$ cat src/rtl/pm_pkg.sv
// constants and types shared by the reset and power-mode controller
package pm_pkg;
   // digital register offsets
   localparam logic [7:0] ADDR_GRP0 = 8'h60;
   localparam logic [7:0] ADDR_GRP1 = 8'h61;
   localparam logic [7:0] ADDR_GRP2 = 8'h62;
   localparam logic [7:0] ADDR_PWDN = 8'h6f;
   // analog register offsets
   localparam logic [7:0] ADDR_APD = 8'h05;
   localparam logic [7:0] ADDR_MODE = 8'h1f;
   localparam logic [7:0] ADDR_DLY = 8'h20;
   localparam logic [7:0] ADDR_RET_LO = 8'h34;
   localparam logic [7:0] ADDR_RET_HI = 8'h3a;
   localparam logic [7:0] ADDR_RET_END = 8'h3e;
   localparam int RET_N = 11;
   localparam int RET_LO_N = 6;
   // values after reset
   localparam logic [7:0] DLY_RST = 8'hb0;
   localparam logic [7:0] GRP0_RST = 8'h00;
   localparam logic [7:0] GRP1_RST = 8'hdf;
   localparam logic [7:0] GRP2_RST = 8'h00;
   localparam logic [7:0] APD_RST = 8'he0;
   localparam logic [7:0] GRP0_MASK = 8'hf7;
   // field positions
   localparam int PWDN_SUSP = 0;
   localparam int PWDN_CHIP = 5;
   localparam int PWDN_STALL = 7;
   localparam int DLY_OLD = 7;
   localparam int GRP2_MEM = 4;
   localparam int GRP2_MEM_EN = 5;
   // synchronised input lanes
   localparam int IN_LOCK = 0;
   localparam int IN_PIN = 1;
   localparam int IN_XTAL = 2;
   localparam int IN_WPIN = 3;
   localparam int IN_WTMR = 4;
   localparam int IN_SLOW = 5;
   localparam int N_IN = 6;
   // timing
   localparam int CLK_NS = 100;
   localparam int SUSP_WAKE_NS = 400_000;
   localparam int SUSP_WAKE_CYC = (SUSP_WAKE_NS + CLK_NS - 1) / CLK_NS;
   // reported working mode
   localparam logic [1:0] MODE_ACTIVE = 2'h0;
   localparam logic [1:0] MODE_IDLE = 2'h1;
   localparam logic [1:0] MODE_SUSPEND = 2'h2;
   localparam logic [1:0] MODE_DEEP = 2'h3;
   typedef enum logic [3:0] {
      st_lockout, st_xtal, st_delay, st_active, st_idle,
      st_suspend, st_susp_wake, st_deep
   } pm_state_t;
endpackage

$ cat src/rtl/sync_if.sv
// bundle of raw pin levels and their filtered copies
`timescale 1ns/1ps
interface sync_if #(parameter int W = 1);
   logic [W-1:0] raw;
   logic [W-1:0] clean;
   modport src (output raw, input clean);
   modport snk (input raw, output clean);
endinterface

$ cat src/rtl/pin_sync.sv
// three-stage pin synchroniser with agreement filter
`timescale 1ns/1ps
module pin_sync #(
   parameter int W = 1
) (
   // clock and reset
   input wire logic clk,
   input wire logic nrst,
   // pins in, filtered levels out
   sync_if.snk s
);
   typedef struct packed {
      logic [W-1:0] f1;
      logic [W-1:0] f2;
      logic [W-1:0] f3;
      logic [W-1:0] clean;
   } sync_state_t;

   sync_state_t q, d;

   always_comb begin
      d = q;
      d.f1 = s.raw;
      d.f2 = q.f1;
      d.f3 = q.f2;
      // a change counts only once stages two and three agree
      for (int i = 0; i < W; i++) begin
         if (q.f2[i] == q.f3[i]) begin
            d.clean[i] = q.f3[i];
         end
      end
   end

   always_ff @(posedge clk) begin
      if (!nrst) begin
         q <= '0;
      end else begin
         q <= d;
      end
   end

   assign s.clean = q.clean;
endmodule

$ cat src/rtl/pm_ctrl.sv
// reset and power-mode controller: working modes, resets, release delay
`timescale 1ns/1ps
//
// Functional notes
// - four working modes active, idle, suspend, deep sleep under software control.
// - idle stalls the processor only; radio untouched; return to active at once.
// - suspend powers radio down, stops processor clock; wake takes 400us.
// - deep sleep switches core regulator off; suspend keeps it on.
// - deep sleep wakeup runs the power-up release path, about 1ms.
// - upper retention bytes 0x3a-0x3e survive deep sleep, watchdog, chip reset.
// - lower retention bytes 0x34-0x39 survive deep sleep, cleared by chip resets.
// - power-on reset returns every register, retention included, to default.
// - writing bit 5 of power-down control resets chip like the watchdog.
// - a module reset bit holds its module in reset while one.
// - group 0 bit map, bit 3 reserved.
// - group 2 bit 5 enables software reset of the memory controller.
// - stall trigger enters suspend if bit 0 set (deep sleep if mode register bit 0 set), else stalls processor.
// - release waits for supply lockout and external reset pin, then delay.
// - delay bit 7 zero waits crystal ready first; one uses counter only.
// - delay field counts slow ticks, bits 0 and 6 swapped; 7'h7e gives 32.
// - release delay defaults 0xb0, restored only by power, watchdog, chip reset.
// - slow RC keeps running in power saving; pin or wake timer wakes.
// - analog power-down bits 0-3 switch off the four oscillators, default 0.
module pm_ctrl
   import pm_pkg::*;
(
   // clock and power-on reset
   input wire logic clk,
   input wire logic nrst,
   // asynchronous pins and analog status
   input wire logic supply_lockout_released,
   input wire logic external_reset_pin_n,
   input wire logic xtal_ready,
   input wire logic wake_pin,
   input wire logic low_freq_wake_timer,
   input wire logic slow_clk,
   // same-clock events
   input wire logic cpu_irq,
   input wire logic wdt_reset,
   // register port
   input wire logic reg_ana,
   input wire logic [7:0] reg_addr,
   input wire logic reg_wr,
   input wire logic [7:0] reg_wdata,
   input wire logic reg_rd,
   output logic [7:0] reg_rdata,
   // mode and power controls
   output logic [1:0] mode,
   output logic system_released,
   output logic cpu_stall,
   output logic cpu_clk_stop,
   output logic radio_power_down,
   output logic core_ldo_off,
   // module resets
   output logic [23:0] module_reset,
   output logic mem_ctrl_reset,
   // analog power-down lines
   output logic slow_rc_power_down,
   output logic slow_crystal_power_down,
   output logic fast_rc_power_down,
   output logic crystal_regulator_power_down,
   output logic [3:0] analog_power_down_other
);
   typedef struct packed {
      pm_state_t st;
      logic [7:0] dly;
      logic [7:0] grp0;
      logic [7:0] grp1;
      logic [7:0] grp2;
      logic [7:0] apd;
      logic deep_sel;
      logic [RET_N-1:0][7:0] ret;
      logic [11:0] cnt;
      logic [6:0] ticks;
      logic slow_prev;
      logic [7:0] rdata;
   } pm_ctrl_state_t;

   localparam pm_ctrl_state_t POR_S = '{
      st: st_lockout, dly: DLY_RST, grp0: GRP0_RST, grp1: GRP1_RST,
      grp2: GRP2_RST, apd: APD_RST, deep_sel: 1'b0, ret: '0, cnt: '0,
      ticks: '0, slow_prev: 1'b0, rdata: '0};
   localparam logic [11:0] SUSP_LAST = 12'(SUSP_WAKE_CYC - 1);

   pm_ctrl_state_t q, d;
   sync_if #(.W(N_IN)) pins ();

   logic power_ok, released, dig_wr, ana_wr, chip_rst, slow_rise, wake;
   logic pwdn_wr, in_ret;
   logic [3:0] ret_idx;
   logic [6:0] target;
   logic [7:0] rd_val;

   assign pins.raw = {slow_clk, low_freq_wake_timer, wake_pin, xtal_ready,
                      external_reset_pin_n, supply_lockout_released};

   pin_sync #(.W(N_IN)) u_sync (
      .clk(clk),
      .nrst(nrst),
      .s(pins.snk)
   );

   // unswap bits 0 and 6, halve, then add one: 7'h7e gives 32 slow ticks
   function automatic logic [6:0] delay_ticks(input logic [6:0] f);
      logic [6:0] u;
      u = {f[0], f[5:1], f[6]};
      return {1'b0, u[6:1]} + 7'd1;
   endfunction

   always_comb begin
      power_ok = pins.clean[IN_LOCK] & pins.clean[IN_PIN];
      released = (q.st == st_active) || (q.st == st_idle);
      dig_wr = reg_wr & ~reg_ana & released;
      ana_wr = reg_wr & reg_ana & released;
      pwdn_wr = dig_wr && (reg_addr == ADDR_PWDN);
      chip_rst = wdt_reset | (pwdn_wr & reg_wdata[PWDN_CHIP]);
      slow_rise = pins.clean[IN_SLOW] & ~q.slow_prev;
      wake = pins.clean[IN_WPIN] | pins.clean[IN_WTMR];
      in_ret = (reg_addr >= ADDR_RET_LO) && (reg_addr <= ADDR_RET_END);
      ret_idx = 4'(reg_addr - ADDR_RET_LO);
      target = delay_ticks(q.dly[6:0]);
   end

   // read data source
   always_comb begin
      rd_val = 8'h00;
      if (reg_ana) begin
         if (reg_addr == ADDR_DLY) begin
            rd_val = q.dly;
         end else if (reg_addr == ADDR_APD) begin
            rd_val = q.apd;
         end else if (reg_addr == ADDR_MODE) begin
            rd_val = {2'b00, mode, 3'b000, q.deep_sel};
         end else if (in_ret) begin
            rd_val = q.ret[ret_idx];
         end
      end else begin
         if (reg_addr == ADDR_GRP0) begin
            rd_val = q.grp0;
         end else if (reg_addr == ADDR_GRP1) begin
            rd_val = q.grp1;
         end else if (reg_addr == ADDR_GRP2) begin
            rd_val = q.grp2;
         end
      end
   end

   always_comb begin
      d = q;
      d.slow_prev = pins.clean[IN_SLOW];
      if (reg_rd) begin
         d.rdata = rd_val;
      end
      // software writes
      if (dig_wr) begin
         if (reg_addr == ADDR_GRP0) begin
            d.grp0 = reg_wdata & GRP0_MASK;
         end else if (reg_addr == ADDR_GRP1) begin
            d.grp1 = reg_wdata;
         end else if (reg_addr == ADDR_GRP2) begin
            d.grp2 = reg_wdata;
         end
      end
      if (ana_wr) begin
         if (reg_addr == ADDR_DLY) begin
            d.dly = reg_wdata;
         end else if (reg_addr == ADDR_APD) begin
            d.apd = reg_wdata;
         end else if (reg_addr == ADDR_MODE) begin
            d.deep_sel = reg_wdata[0];
         end else if (in_ret) begin
            d.ret[ret_idx] = reg_wdata;
         end
      end
      // working-mode sequencer
      unique case (q.st)
         st_lockout: begin
            d.ticks = '0;
            if (power_ok) begin
               d.st = q.dly[DLY_OLD] ? st_delay : st_xtal;
            end
         end
         st_xtal: begin
            if (pins.clean[IN_XTAL]) begin
               d.st = st_delay;
            end
         end
         st_delay: begin
            if (slow_rise) begin
               d.ticks = q.ticks + 7'd1;
               if (q.ticks + 7'd1 == target) begin
                  d.st = st_active;
               end
            end
         end
         st_active: begin
            if (pwdn_wr && reg_wdata[PWDN_STALL] && !reg_wdata[PWDN_CHIP]) begin
               if (!reg_wdata[PWDN_SUSP]) begin
                  d.st = st_idle;
               end else if (q.deep_sel) begin
                  d.st = st_deep;
               end else begin
                  d.st = st_suspend;
               end
            end
         end
         st_idle: begin
            if (cpu_irq || wake) begin
               d.st = st_active;
            end
         end
         st_suspend: begin
            d.cnt = '0;
            if (wake) begin
               d.st = st_susp_wake;
            end
         end
         st_susp_wake: begin
            d.cnt = q.cnt + 12'd1;
            if (q.cnt == SUSP_LAST) begin
               d.st = st_active;
            end
         end
         st_deep: begin
            // core unpowered: digital registers lose their contents
            d.grp0 = GRP0_RST;
            d.grp1 = GRP1_RST;
            d.grp2 = GRP2_RST;
            d.deep_sel = 1'b0;
            if (wake) begin
               d.st = st_lockout;
            end
         end
      endcase
      // whole-chip reset from watchdog or software
      if (chip_rst) begin
         d.st = st_lockout;
         d.dly = DLY_RST;
         d.grp0 = GRP0_RST;
         d.grp1 = GRP1_RST;
         d.grp2 = GRP2_RST;
         d.apd = APD_RST;
         d.deep_sel = 1'b0;
         // only the lower retention bytes clear; the upper ones ride through
         for (int i = 0; i < RET_LO_N; i++) begin
            d.ret[i] = 8'h00;
         end
      end
      // supply lockout or reset pin acts as power-on reset
      if (!power_ok) begin
         d = POR_S;
         d.slow_prev = pins.clean[IN_SLOW];
      end
   end

   always_ff @(posedge clk) begin
      if (!nrst) begin
         q <= POR_S;
      end else begin
         q <= d;
      end
   end

   // outputs
   always_comb begin
      unique case (q.st)
         st_idle: mode = MODE_IDLE;
         st_suspend, st_susp_wake: mode = MODE_SUSPEND;
         st_deep: mode = MODE_DEEP;
         default: mode = MODE_ACTIVE;
      endcase
   end

   assign system_released = released;
   assign cpu_stall = ~released | (q.st == st_idle);
   assign cpu_clk_stop = (mode == MODE_SUSPEND) | (mode == MODE_DEEP);
   assign radio_power_down = cpu_clk_stop;
   assign core_ldo_off = (q.st == st_deep);
   assign module_reset = {q.grp2, q.grp1, q.grp0};
   assign mem_ctrl_reset = q.grp2[GRP2_MEM] & q.grp2[GRP2_MEM_EN];
   assign slow_rc_power_down = q.apd[0] & ~cpu_clk_stop;
   assign slow_crystal_power_down = q.apd[1];
   assign fast_rc_power_down = q.apd[2];
   assign crystal_regulator_power_down = q.apd[3];
   assign analog_power_down_other = q.apd[7:4];
   assign reg_rdata = q.rdata;
endmodule

$ cat config.mk
export PLATFORM = sky130hd
export DESIGN_NAME = pm_ctrl
export DESIGN_NICKNAME = d
export VERILOG_FILES = /design/src/rtl/pm_pkg.sv /design/src/rtl/sync_if.sv /design/src/rtl/pin_sync.sv /design/src/rtl/pm_ctrl.sv
export SDC_FILE = /design/constraint.sdc
export NUM_CORES = 1
export LEC_CHECK = 0
export ABC_AREA = 1
export ABC_CLOCK_PERIOD_IN_PS = 5100
export BUFFER_PORTS_ARGS = -buffer_cell sky130_fd_sc_hd__buf_2
export CAP_MARGIN = 10
export CORE_MARGIN = 2
export CORE_UTILIZATION = 60
export DETAILED_ROUTE_END_ITERATION = 10
export GPL_ROUTABILITY_DRIVEN = 1
export GPL_TIMING_DRIVEN = 1
export PLACE_DENSITY = 0.86
export SETUP_SLACK_MARGIN = 0.15
export SLEW_MARGIN = 20
export SYNTH_ARGS = -nofsm -noshare
export SYNTH_HDL_FRONTEND = slang
export SYNTH_HIERARCHICAL = 1
export SYNTH_SLANG_ARGS = --single-unit
export TNS_END_PERCENT = 10
$ cat constraint.sdc
create_clock -name clk -period 5.1 [get_ports clk]
set_input_delay 0.255 -clock clk [delete_from_list [all_inputs] [get_ports clk]]
set_output_delay 0.255 -clock clk [all_outputs]
set_load 0.02 [all_outputs]
# == After elaboration in Yosys (flattened, before gate mapping) ==
# Index checks and enable logic that the tools add are counted.
# totals
output_inout_bits,48
wordCells,148
regBits,184
# classes
n_reduce_logical,24
n_eq_ne,32
n_lt_le_gt_ge,4
bitwise_logic,24
n_addsub,4
mux,29
# ops
op,n
88-bit bitwise mux,1
8-bit two-way mux,10
8-bit binary-select mux with 4-bit select,1
8-bit demux with 4-bit select,1
8-bit by 7-bit equality test with 1-bit output (second input constant),4
4-bit two-way mux,8
4-bit one-hot mux with 8 select lines,1
12-bit one-hot mux with 2 select lines,1
4-bit by 3-bit equality test with 1-bit output (second input constant),4
7-bit one-hot mux with 2 select lines,1
12-bit by 1-bit adder with 12-bit output (second input constant),1
12-bit equality test (second input constant),1
1-bit inverter,11
2-bit inequality test (second input constant),5
1-bit AND,9
4-bit by 2-bit equality test with 1-bit output (second input constant),2
8-bit by 3-bit equality test with 1-bit output (second input constant),1
8-bit by 5-bit equality test with 1-bit output (second input constant),1
8-bit by 6-bit equality test with 1-bit output (second input constant),1
8-bit by 6-bit greater-or-equal comparator with 1-bit output (second input constant),1
8-bit by 6-bit <= comparator with 1-bit output (second input constant),1
2-bit AND reduction,4
4-bit AND reduction,2
8-bit AND reduction,1
24 further kinds,44

# == Logic depth before layout (Yosys ltp) ==
# Gate-level depths: netlist of the first run.
# logic_depth
ltp_word,8
ltp_mapped,15
depth_no_buf,15

# == Hierarchy ==
# Netlist of the first run, hierarchy kept.
# modules_own_cells
mod,area_each_um2,cells_each,instances
pm_ctrl,8046.5,1138,1
pin_sync,774.5,86,1

# == Worst setup path after synthesis of the first run ==
# No wires, ideal clock.
# synth_timing
kind,input to register
start,input port reg_addr[2]
end,register q[100] (netlist bit)
stages,13
t_arrival_ps,1930
path_buffers,1
required_ps,4968
slack_ps,3037
cell_sequence,clkbuf_1 inv_1 ha_1 inv_1 nor2_1 nand4_1 nand3_1 inv_2 nand2_8 nor3_4 inv_2 nand2_1 a21oi_1
# synth_between
elab_chain_cells,6
# synth_lines
item,line,source
start: declaration,pm_ctrl.sv:42,"input wire logic [7:0] reg_addr,"
4-bit by 3-bit subtractor with 4-bit output,pm_ctrl.sv:120,ret_idx = 4'(reg_addr - ADDR_RET_LO);
4-bit by 5-bit less-than comparator with 1-bit output (implied by the code) / 4-bit by 1-bit greater-or-equal comparator with 1-bit output (equally long branches),pm_ctrl.sv:172,d.ret[ret_idx] = reg_wdata;
1-bit logical AND (implied by the code),pm_ctrl.sv:172,
8-bit two-way mux (implied by the code),pm_ctrl.sv:172,
8-bit demux with 4-bit select,pm_ctrl.sv:172,
88-bit bitwise mux,pm_ctrl.sv:172,
end signal: assignment,pm_ctrl.sv:258,q <= POR_S;
end signal: assignment,pm_ctrl.sv:260,q <= d;
end: declaration,pm_ctrl.sv:85,"pm_ctrl_state_t q, d;"
# Parallel ways exist; a longest one is shown, timed or not.
# A chain may end at the register's enable or synchronous reset.

# == Worst setup path after layout of the first run ==
# layout_timing
start,"register u_sync.q, in the netlist u_sync/s.clean[0]"
end,register q[60] (netlist bit)
# layout_between
elab_chain_cells,3
# layout_lines
item,line,source
start: declaration,pin_sync.sv:19,"sync_state_t q, d;"
start signal: assignment,pin_sync.sv:36,q <= '0;
start signal: assignment,pin_sync.sv:38,q <= d;
1-bit AND,pm_ctrl.sv:111,power_ok = pins.clean[IN_LOCK] & pins.clean[IN_PIN];
1-bit inverter (no line),n/a,
3-bit OR reduction (no line),n/a,
# Every way passes these cells.

==> out/metrics.cfg, run 1 <==
[status]
status=completed

[synth]
synth_top_area_share_pct=41.5
yosysSeqAreaShare_pct=41.5
synth_warnings=6
avgSynthCellArea_um2=7.21
synth_cell_types=49
synth_ff_type=dfxtp_1
async_reset_ff_share_pct=0
synth_area_leaders=dfxtp_1 (42%), nand2_1 (13%), a21oi_1 (10%), inv_1 (5.1%), o21ai_0 (4.5%)
synth-edff-count=0
synth_area_um2=8820
yosysTopAreaCell=dfxtp_1
ys_ff_latch=183
syn-instance-count=1224
syn-num-nets=1261

[floorplan]
fp.coreArea_um2=14400
die_h_um=125
io_pins=77
start_util_pct=61.2
die_w_um=125
die_area_um2=15700
num_rows=44

[setup_path]
criticalPathCategory=reg2reg
r2r_slack_ps=1920
cp_max_fo=47
r2r_end=q[60]
crit_arrival_ps=3540
critPathLaunchType=flip-flop
endpoint_kind=flip-flop
startpoint=u_sync/s.clean[0]
required_ps=5450
endpoint=q[60]
r2r_start=u_sync/s.clean[0]
worst-r2r-cell-count=7

[timing]
relSlewSlack_pct=34.2
min_period_ps=3180
setup_ws_ps=1920
period_share_pct=62.4
fmax_mhz=314
tightest_slew_ps=984
hold_viol=0
finClkSkew_ps=7.53
final.setup.tns_ps=0
holdWs_ps=12.6
setup_viol=0
rsz0062_at_grt=false
drv_slew=0

[clock_tree]
cts_hold_buffers=4
cts_resized=0
cts_buffers=17
post-cts-setup-buffers=0
h-tree-depth=4
cts.clk_slew.worst_paths_ps=70
cts_tree=done
clock_latency_ps=430
cts_root_buf=clkbuf_16
clk_path_buf_depth=2
clock_sinks=183

[cells_and_area]
drive_gt1_share_pct=12.6
nets=1270
diodes=0
area_delta_synth_final_pct=8.30
finalNonFillerCells=1430

[grt]
grt_max_degree=48
grt_antenna_before_repair=0
grt_pass1_vias=7546
grt-ovfl-total=0
grt_pass1_wl_mm=36.8
grtUsageTotal_pct=28.8

[hold_path]
hold_path_class=in2reg

[pwr]
p_per_area_nw_per_um2=315
ir_worst_vdd_v=0.000242
cellLeakagePower_nw=3.73
p_total_mw=3.01

[placement]
dp_hpwl_mm=15.2
globalplace.congestion=0.940
placed_cells=1394
port_buffers=75
place_ws_ps=1760

[route]
drtIter0Drc=1024
wire_per_inst_um=16.0
dr_total_vias=8272
finalWirelength_mm=22.8
ant_nets=0
drc=0
viasPerCell=5.78
drtPass1Iterations=6

[run]
max_cap_viol_count=0

## state kept, by name, summed over array words and instances (netlist names)
register / flops
u_sync/d: 12
analog_power_down_other: 4
u_sync/q: 6
u_sync/s.clean: 6
module_reset: 23
fast_rc_power_down: 1
crystal_regulator_power_down: 1
reg_rdata: 8
slow_crystal_power_down: 1
q: 121
## cell type report
type	instances	area [um^2]
fill	1183	4870
multi-input combinational	811	4040
sequential	183	3660
inverter	138	528
timing repair buffer	82	438
clock buffer	18	429
tap	184	230
clock inverter	14	220
## worst max-delay path: stages, from the launching register on
cell     delay [ps]
dfxtp_1         370
nand3_2          80
buf_4           300
inv_1           540
nand3_1         680
inv_1           740
o21ai_0         210
a21oi_1         170
## per-stage QoR
step           cell area (um^2)  util, %
6_report                   9550     66.2
5_1_grt                    9550     66.2
4_1_cts                    9550     66.2
3_5_place_dp               8860     61.5
3_3_place_gp               8860     61.5
2_1_floorplan              8820        -
## report_power, final
| part | internal (mW) | switching, mW | total [mW] |
|---|---|---|---|
| Sequential | 1.43 | 0.00266 | 1.44 |
| Combinational | 0.0324 | 0.0946 | 0.127 |
| Clock | 0.875 | 0.568 | 1.44 |
| Total | 2.34 | 0.666 | 3.01 |
## cell usage after synthesis, types with 13 or more instances
master and number:
nand2_1 302, dfxtp_1 183, a21oi_1 180, inv_1 120
o21ai_0 80, nor2_1 69, nand3_1 49, buf_4 45
o22ai_1 34, buf_2 24, o211ai_1 21, clkbuf_1 17
inv_2 13
## worst min path at each step
stage | from | to | slack (ps) | cells after the start
floorplan | nrst | q[8] | 350 | 2
global placement | u_sync/d[15] | u_sync/d[9] | 390 | 2
detailed placement | u_sync/d[12] | u_sync/d[6] | 400 | 2
CTS | wake_pin | u_sync/d[15] | 8 | 3
global route | wake_pin | u_sync/d[15] | 20 | 3
finish | wake_pin | u_sync/d[15] | 10 | 3
## cell families after synthesis
kind of cell / after synthesis / share of synthesized area, %
fa+ha+maj: 8 / 1.13
compound gates: 340 / 21.1
other cells: 1 / 0.0425
flops: 183 / 41.5
buf+inv: 230 / 12.7
xor+xnor: 3 / 0.298
simple gates: 459 / 23.2
## routing by layer
layer | GRT usage [%] | part of all wire, %
met1 | 36.3 | 40
met2 | 47.7 | 48
met3 | 4.36 | 8.0
met4 | 15.8 | 3.7
met5 | 0 | 0
## layout by cell type (no fill, tap or decap), types with 4 or more instances in the layout
cell type / netlist / final
a211oi_1: 4 / 4
a21oi_1: 180 / 180
buf_2: 24 / 75
bufinv_16: 0 / 5
clkbuf_16: 0 / 17
dfxtp_1: 183 / 183
dlygate4sd3_1: 0 / 4
ha_1: 8 / 8
inv_1: 120 / 120
inv_2: 13 / 13
inv_6: 1 / 4
nand2_1: 302 / 302
nand3_1: 49 / 48
nand4_1: 8 / 8
nor2_1: 69 / 69
nor2_2: 5 / 5
nor3_4: 7 / 7
o211ai_1: 21 / 21
o21ai_0: 80 / 80
o21ai_1: 5 / 5
o221ai_1: 4 / 4
o22ai_1: 34 / 34
Power figures use the tool's default switching activity.
==> run 2: changes to the inputs <==
--- a/config.mk
+++ b/config.mk
@@ -5,16 +5,16 @@
 export SDC_FILE = /design/constraint.sdc
 export NUM_CORES = 1
 export LEC_CHECK = 0
-export ABC_AREA = 1
-export ABC_CLOCK_PERIOD_IN_PS = 5100
+export ABC_AREA = 0
+export ABC_CLOCK_PERIOD_IN_PS = 2800
 export BUFFER_PORTS_ARGS = -buffer_cell sky130_fd_sc_hd__buf_2
 export CAP_MARGIN = 10
 export CORE_MARGIN = 2
-export CORE_UTILIZATION = 60
+export CORE_UTILIZATION = 54
 export DETAILED_ROUTE_END_ITERATION = 10
 export GPL_ROUTABILITY_DRIVEN = 1
 export GPL_TIMING_DRIVEN = 1
-export PLACE_DENSITY = 0.86
+export PLACE_DENSITY = 0.82
 export SETUP_SLACK_MARGIN = 0.15
 export SLEW_MARGIN = 20
 export SYNTH_ARGS = -nofsm -noshare
==> constraint.sdc (replaced) <==
create_clock -name clk -period 2.8 [get_ports clk]
set_input_delay 0.14 -clock clk [delete_from_list [all_inputs] [get_ports clk]]
set_output_delay 0.14 -clock clk [all_outputs]
set_load 0.02 [all_outputs]
==> run 2 against run 1 <==
  * Synthesized area fell by 0.79%
  * Worst hold slack improved by 110 ps
  * Highest routed layer is now met5
  * Sequential power rose by 82%
  * Routed wire length barely moved
  * Combinational power rose by 80%
  * Sequential share of layout area fell by 0.50 points
  * Critical path type unchanged
  * Die area rose by 9.9%
  * Core utilization fell by 5.3 points
  * Count of clock-buffer cells in the layout did not move
==> out/metrics.cfg, run 2 <==
[setup_path]
cp.buffers_inverters=1
critPathLaunchType=flip-flop
crit_path_cell_trace=nor3b_1 > o211ai_1 > nor3_2 > buf_4 > nand3_2 > mux2i_1 > nor2_1
criticalPathCategory=reg2reg
required_ps=3100
r2r_slack_ps=420
slowest_delay_ps=450
timing.critical_path.slowest_stage_cell=dfxtp_2
cp_top_family=simple AND/OR/NAND/NOR gates
cp_max_fo=28
crit_arrival_ps=2680
endpoint_kind=flip-flop

[route]
drtPass1Iterations=5
ant_nets=0
met3_length_mm=2.34
viasPerCell=5.98
drtIter0Drc=677
finalWirelength_mm=22.8
drc=0
wire_per_inst_um=18.6
topRoutingLayerUsed=met5
met2_length_mm=10.5
dr_total_vias=7355
wl_met1_mm=9.43

[timing]
relSlewSlack_pct=50.1
final.setup.tns_ps=0
hold_viol=0
finClkSkew_ps=5.49
min_period_ps=2380
tightest_slew_ps=749
setup_ws_ps=418
period_share_pct=85.1
holdWs_ps=118
drv_slew=0
rsz0062_at_grt=false
fmax_mhz=420
setup_viol=0

[synth]
syn-num-nets=1026
ys_ff_latch=183
async_reset_ff_share_pct=0
synth-edff-count=0
synth_top_area_share_pct=41.9
synth_common_cells=dfxtp_1 (183), nor2_1 (107), nand2_1 (97), mux2i_1 (92), a21oi_1 (77)
syn-instance-count=989
avgSynthCellArea_um2=8.85
synth_cell_types=60
synth_area_leaders=dfxtp_1 (42%), mux2i_1 (11%), nor2_1 (4.6%), a21oi_1 (4.4%), nand2_1 (4.2%)
synth_ff_type=dfxtp_1
synth_warnings=6
synth_most_common_cell=dfxtp_1
yosysSeqAreaShare_pct=41.9
synth_area_um2=8750
yosysTopAreaCell=dfxtp_1

[clock_tree]
post-cts-setup-buffers=0
cts_buffers=17
cts_root_buf=clkbuf_16
clk_path_buf_depth=2
clock_sinks=183
clock_latency_ps=430
cts_tree=done
h-tree-depth=4
cts.clk_slew.worst_paths_ps=70

[cells_and_area]
finalNonFillerCells=1229
drive_gt1_share_pct=16.8
area_delta_synth_final_pct=10.7
largest_reg_flops=121
fin_area_um2=9680
regMostFlops=q
layout_common_cells=dfxtp_1 (182), nor2_1 (107), nand2_1 (97)
utilization_pct=61.0
final_common_cell=dfxtp_1
nets=1033

[placement]
place_area_um2=8950
placed_cells=1187
dp_hpwl_mm=15.1
port_buffers=75
globalplace.congestion=0.931
place_ws_ps=373

[grt]
grtUsageTotal_pct=26.7
grt-ovfl-total=0
grt_pass1_vias=7153
grt_max_degree=59
grt_pass1_wl_mm=36.9
grt_antenna_before_repair=5

[pwr]
cellLeakagePower_nw=3.70
p_per_area_nw_per_um2=571
ir_worst_vdd_v=0.000464
p_total_mw=5.53

[hold_path]
hold_path_class=in2reg

[run]
max_cap_viol_count=0

[status]
status=completed

[floorplan]
num_rows=46
die_area_um2=17200
start_util_pct=55.1
fp.coreArea_um2=15900
die_w_um=131
die_h_um=131
io_pins=77

==> run 2: cell count changes in the layout (fill, tap and decap cells not counted), moves of 19 or more <==
cell     delta
nand2_1   -205
buf_4      +19
nor2_1     +38
and2_1     +21
a21oi_1   -103
o22ai_1    -34
inv_1     -108
o21ai_0    -43
mux2i_1    +92
==> run 2: worst paths after layout <==
check | from | to | cells after the start
min reg2reg | u_sync/d[12] | u_sync/d[6] | 1
max | q[159] | q[54] | 7
min | wdt_reset | analog_power_down_other[3] | 4
max reg2reg | q[159] | q[54] | 7
==> run 2: cell families (layout without fill, tap and decap cells) <==
group | count (synthesis) | after routing | synth area share (%)
and+or+nand+nor | 366 | 366 | 20.0
DFF | 183 | 183 | 41.9
AOI/OAI and AO/OA | 180 | 180 | 12.8
buffers and inverters | 128 | 148 | 7.79
muxes | 109 | 109 | 14.8
xor gates and xnor gates | 14 | 14 | 1.56
adders and majority gates | 8 | 8 | 1.14
other | 1 | 5 | 0.0429
==> run 2: power breakdown <==
part           internal [mW]  total, mW  switching (mW)
sequential              2.61       2.62         0.00392
clock                   1.62       2.68            1.06
combinational         0.0755      0.229           0.153
total                   4.31       5.53            1.22
==> run 2: cell type report <==
class,count,area (um^2)
Timing Repair Buffer,104,621
Clock buffer,18,439
Fill cell,1341,6200
Multi-Input combinational cell,678,4410
Clock inverter,14,219
Tap cell,216,270
Antenna cell,4,10.0
Sequential cell,183,3660
Inverter,12,45.0
==> run 2: worst reg2reg max path: stages, from the launching register on <==
cell	delay, ps
dfxtp_2	450
nor3b_1	340
o211ai_1	280
nor3_2	270
buf_4	320
nand3_2	290
mux2i_1	230
nor2_1	60
==> run 2: timing repair <==
action | in CTS | in global routing
hold buffers | 6 | 0
hold endpoints to repair | 6 | 0
resized for setup | 0 | 1
setup endpoints to repair | 0 | 30
==> run 2: layer usage <==
metal	global-route usage [%]	up-vias
met3	7.45	46
li1	-	3446
met2	43.1	347
met4	9.30	2
met5	0	-
met1	34.4	3514
==> run 3: changes to the inputs <==
--- a/config.mk
+++ b/config.mk
@@ -15,6 +15,7 @@
 export GPL_ROUTABILITY_DRIVEN = 1
 export GPL_TIMING_DRIVEN = 1
 export PLACE_DENSITY = 0.82
+export REMOVE_ABC_BUFFERS = 1
 export SETUP_SLACK_MARGIN = 0.15
 export SLEW_MARGIN = 20
 export SYNTH_ARGS = -nofsm -noshare
==> run 3 against run 2 <==
  * Combinational power down 4%
  * First-iteration DRC count up 42%
  * Via count shrank 1.5%
  * Fmax fell by 2.6%
  * Core utilization decreased by 0.33 points
  * Sequential share of layout area up 0.19 points
  * Total power is 3.4% lower
  * Die area did not move
  * Non-clock buffer count down 4
  * Count of clock-buffer cells in the layout is 3 higher
  * Critical path depth fell by 1
  * Clock power fell by 7%
  * Critical path type unchanged
==> out/metrics.cfg, run 3 (same netlist as run 2, synthesis figures left out) <==
[status]
status=completed

[placement]
dp_hpwl_mm=14.8
port_buffers=75
globalplace.congestion=0.914
placed_cells=1183
place_area_um2=8950

[clock_tree]
cts_root_buf=clkbuf_16
cts_buffers=17
clk_path_buf_depth=2
clock_latency_ps=430
post-cts-setup-buffers=0
clock_sinks=183
h-tree-depth=4
cts.clk_slew.worst_paths_ps=70
cts_tree=done

[timing]
final.setup.tns_ps=0
rsz0062_at_grt=false
min_period_ps=2450
setup_viol=0
hold_viol=0
period_share_pct=87.4
tightest_slew_ps=760
finClkSkew_ps=6.79
drv_slew=0
fmax_mhz=409
relSlewSlack_pct=48.8

[pwr]
clkPwrFrac_pct=46.9
p_per_area_nw_per_um2=554
switching_share_pct=22.1
p_comb_share_pct=4.1
pwr-share-seq_pct=49.0
cellLeakagePower_nw=3.66
p_int_mw=4.16
ir_worst_vdd_v=0.000450
power.net_switching_mw=1.18

[run]
max_cap_viol_count=0

[grt]
grtUsageTotal_pct=25.9
grt_pass1_vias=6722
grt_antenna_before_repair=0
grt_max_degree=52
grt_pass1_wl_mm=35.6
grt-ovfl-total=0

[floorplan]
start_util_pct=55.1
fp.coreArea_um2=15900
io_pins=77
num_rows=46
die_h_um=131
die_w_um=131
die_area_um2=17200

[setup_path]
crit_arrival_ps=2820
cp.buffers_inverters=0
criticalPathCategory=reg2reg
required_ps=3170
slowest_delay_ps=560
cp_max_fo=14
endpoint_kind=flip-flop
cp_top_family=compound AO/OA/AOI/OAI gates
critPathLaunchType=flip-flop
timing.critical_path.slowest_stage_cell=dfxtp_1
crit_path_cell_trace=and3b_1 > o21a_1 > a311o_2 > or3_1 > mux2_2 > o21ai_2

[route]
wire_per_inst_um=18.3
finalWirelength_mm=22.4
viasPerCell=5.93
dr_total_vias=7241
drtPass1Iterations=5
drtIter0Drc=963
ant_nets=0
drc=0

[cells_and_area]
regArea_um2=3660
finalNonFillerCells=1221
multi_input_area_um2=4420
largest_reg_flops=121
drive_gt1_share_pct=16.3
area_delta_synth_final_pct=10.1
nets=1029
fin_area_um2=9630
layout_common_cells=dfxtp_1 (183), nor2_1 (107), nand2_1 (97)
regMostFlops=q
final_common_cell=dfxtp_1
nFillCells=1319

[hold_path]
hold_path_class=in2reg

-- run 3: changes by cell type in the layout (fill, tap and decap cells not counted), moves of 2 or more --
cell        before  now
buf_12           1    3
buf_4           22   16
bufinv_16        5    3
clkbuf_8         1    3
clkinv_2         3    1
clkinvlp_4       1    3
diode_2          4    1
inv_6            4    2
-- run 3: tightest hold or removal path, cell delays in order --
cell      delay (ps)
buf_2            150
o221ai_1         180
nor2_1            50
-- run 3: final cells by class --
class                           count  area share [%]
Timing Repair Buffer              100            6.39
Antenna cell                        1          0.0260
Tap cell                          216            2.81
Multi-Input combinational cell    678            45.9
Clock buffer                       21            4.89
Sequential cell                   183            38.0
Inverter                           12           0.468
Clock inverter                     10            1.49
-- run 3: power groups by stage --
stage	Sequential, mW	Combinational [mW]	Clock, mW
2_1_floorplan	2.67	0.0777	0
3_5_place_dp	2.68	0.207	0
6_report	2.62	0.219	2.50
3_3_place_gp	2.68	0.204	0
5_1_grt	2.62	0.232	2.64
4_1_cts	2.62	0.215	2.51
-- run 3: through the flow --
step | hold WS [ps] | setup WS, ps | power (mW) | util, %
after CTS | 113 | 363 | 5.35 | 60.6
after floorplan | 262 | -609 | 2.75 | -
after global routing | 123 | 180 | 5.48 | 60.6
final | 126 | 354 | 5.34 | 60.6
after global placement | 347 | 486 | 2.88 | 56.3
after detailed placement | 348 | 371 | 2.88 | 56.3
-- run 3: worst paths after layout --
kind | slack, ps | cells after the start | endpoint | start
hold reg to reg | 430 | 1 | u_sync/d[7] | u_sync/d[13]
setup reg to reg | 350 | 6 | q[157] | q[159]
hold / removal | 130 | 3 | reg_rdata[3] | reg_ana
setup / recovery | 350 | 6 | q[157] | q[159]
-- run 3: per-layer routing --
| metal | vias to the layer above | wire [um] | global-route usage, % |
|---|---|---|---|
| met4 | 0 | 577 | 10.6 |
| li1 | 3437 | - | - |
| met1 | 3423 | 9710 | 35.1 |
| met3 | 40 | 1830 | 5.63 |
| met5 | - | 0 | 0 |
| met2 | 341 | 10200 | 40.3 |
-- run 3: repair_timing --
item / CTS / global route
hold endpoints to repair: 6 / 0
endpoints found under the setup margin: 0 / 7
resized for setup: 0 / 1
hold buffers: 6 / 0
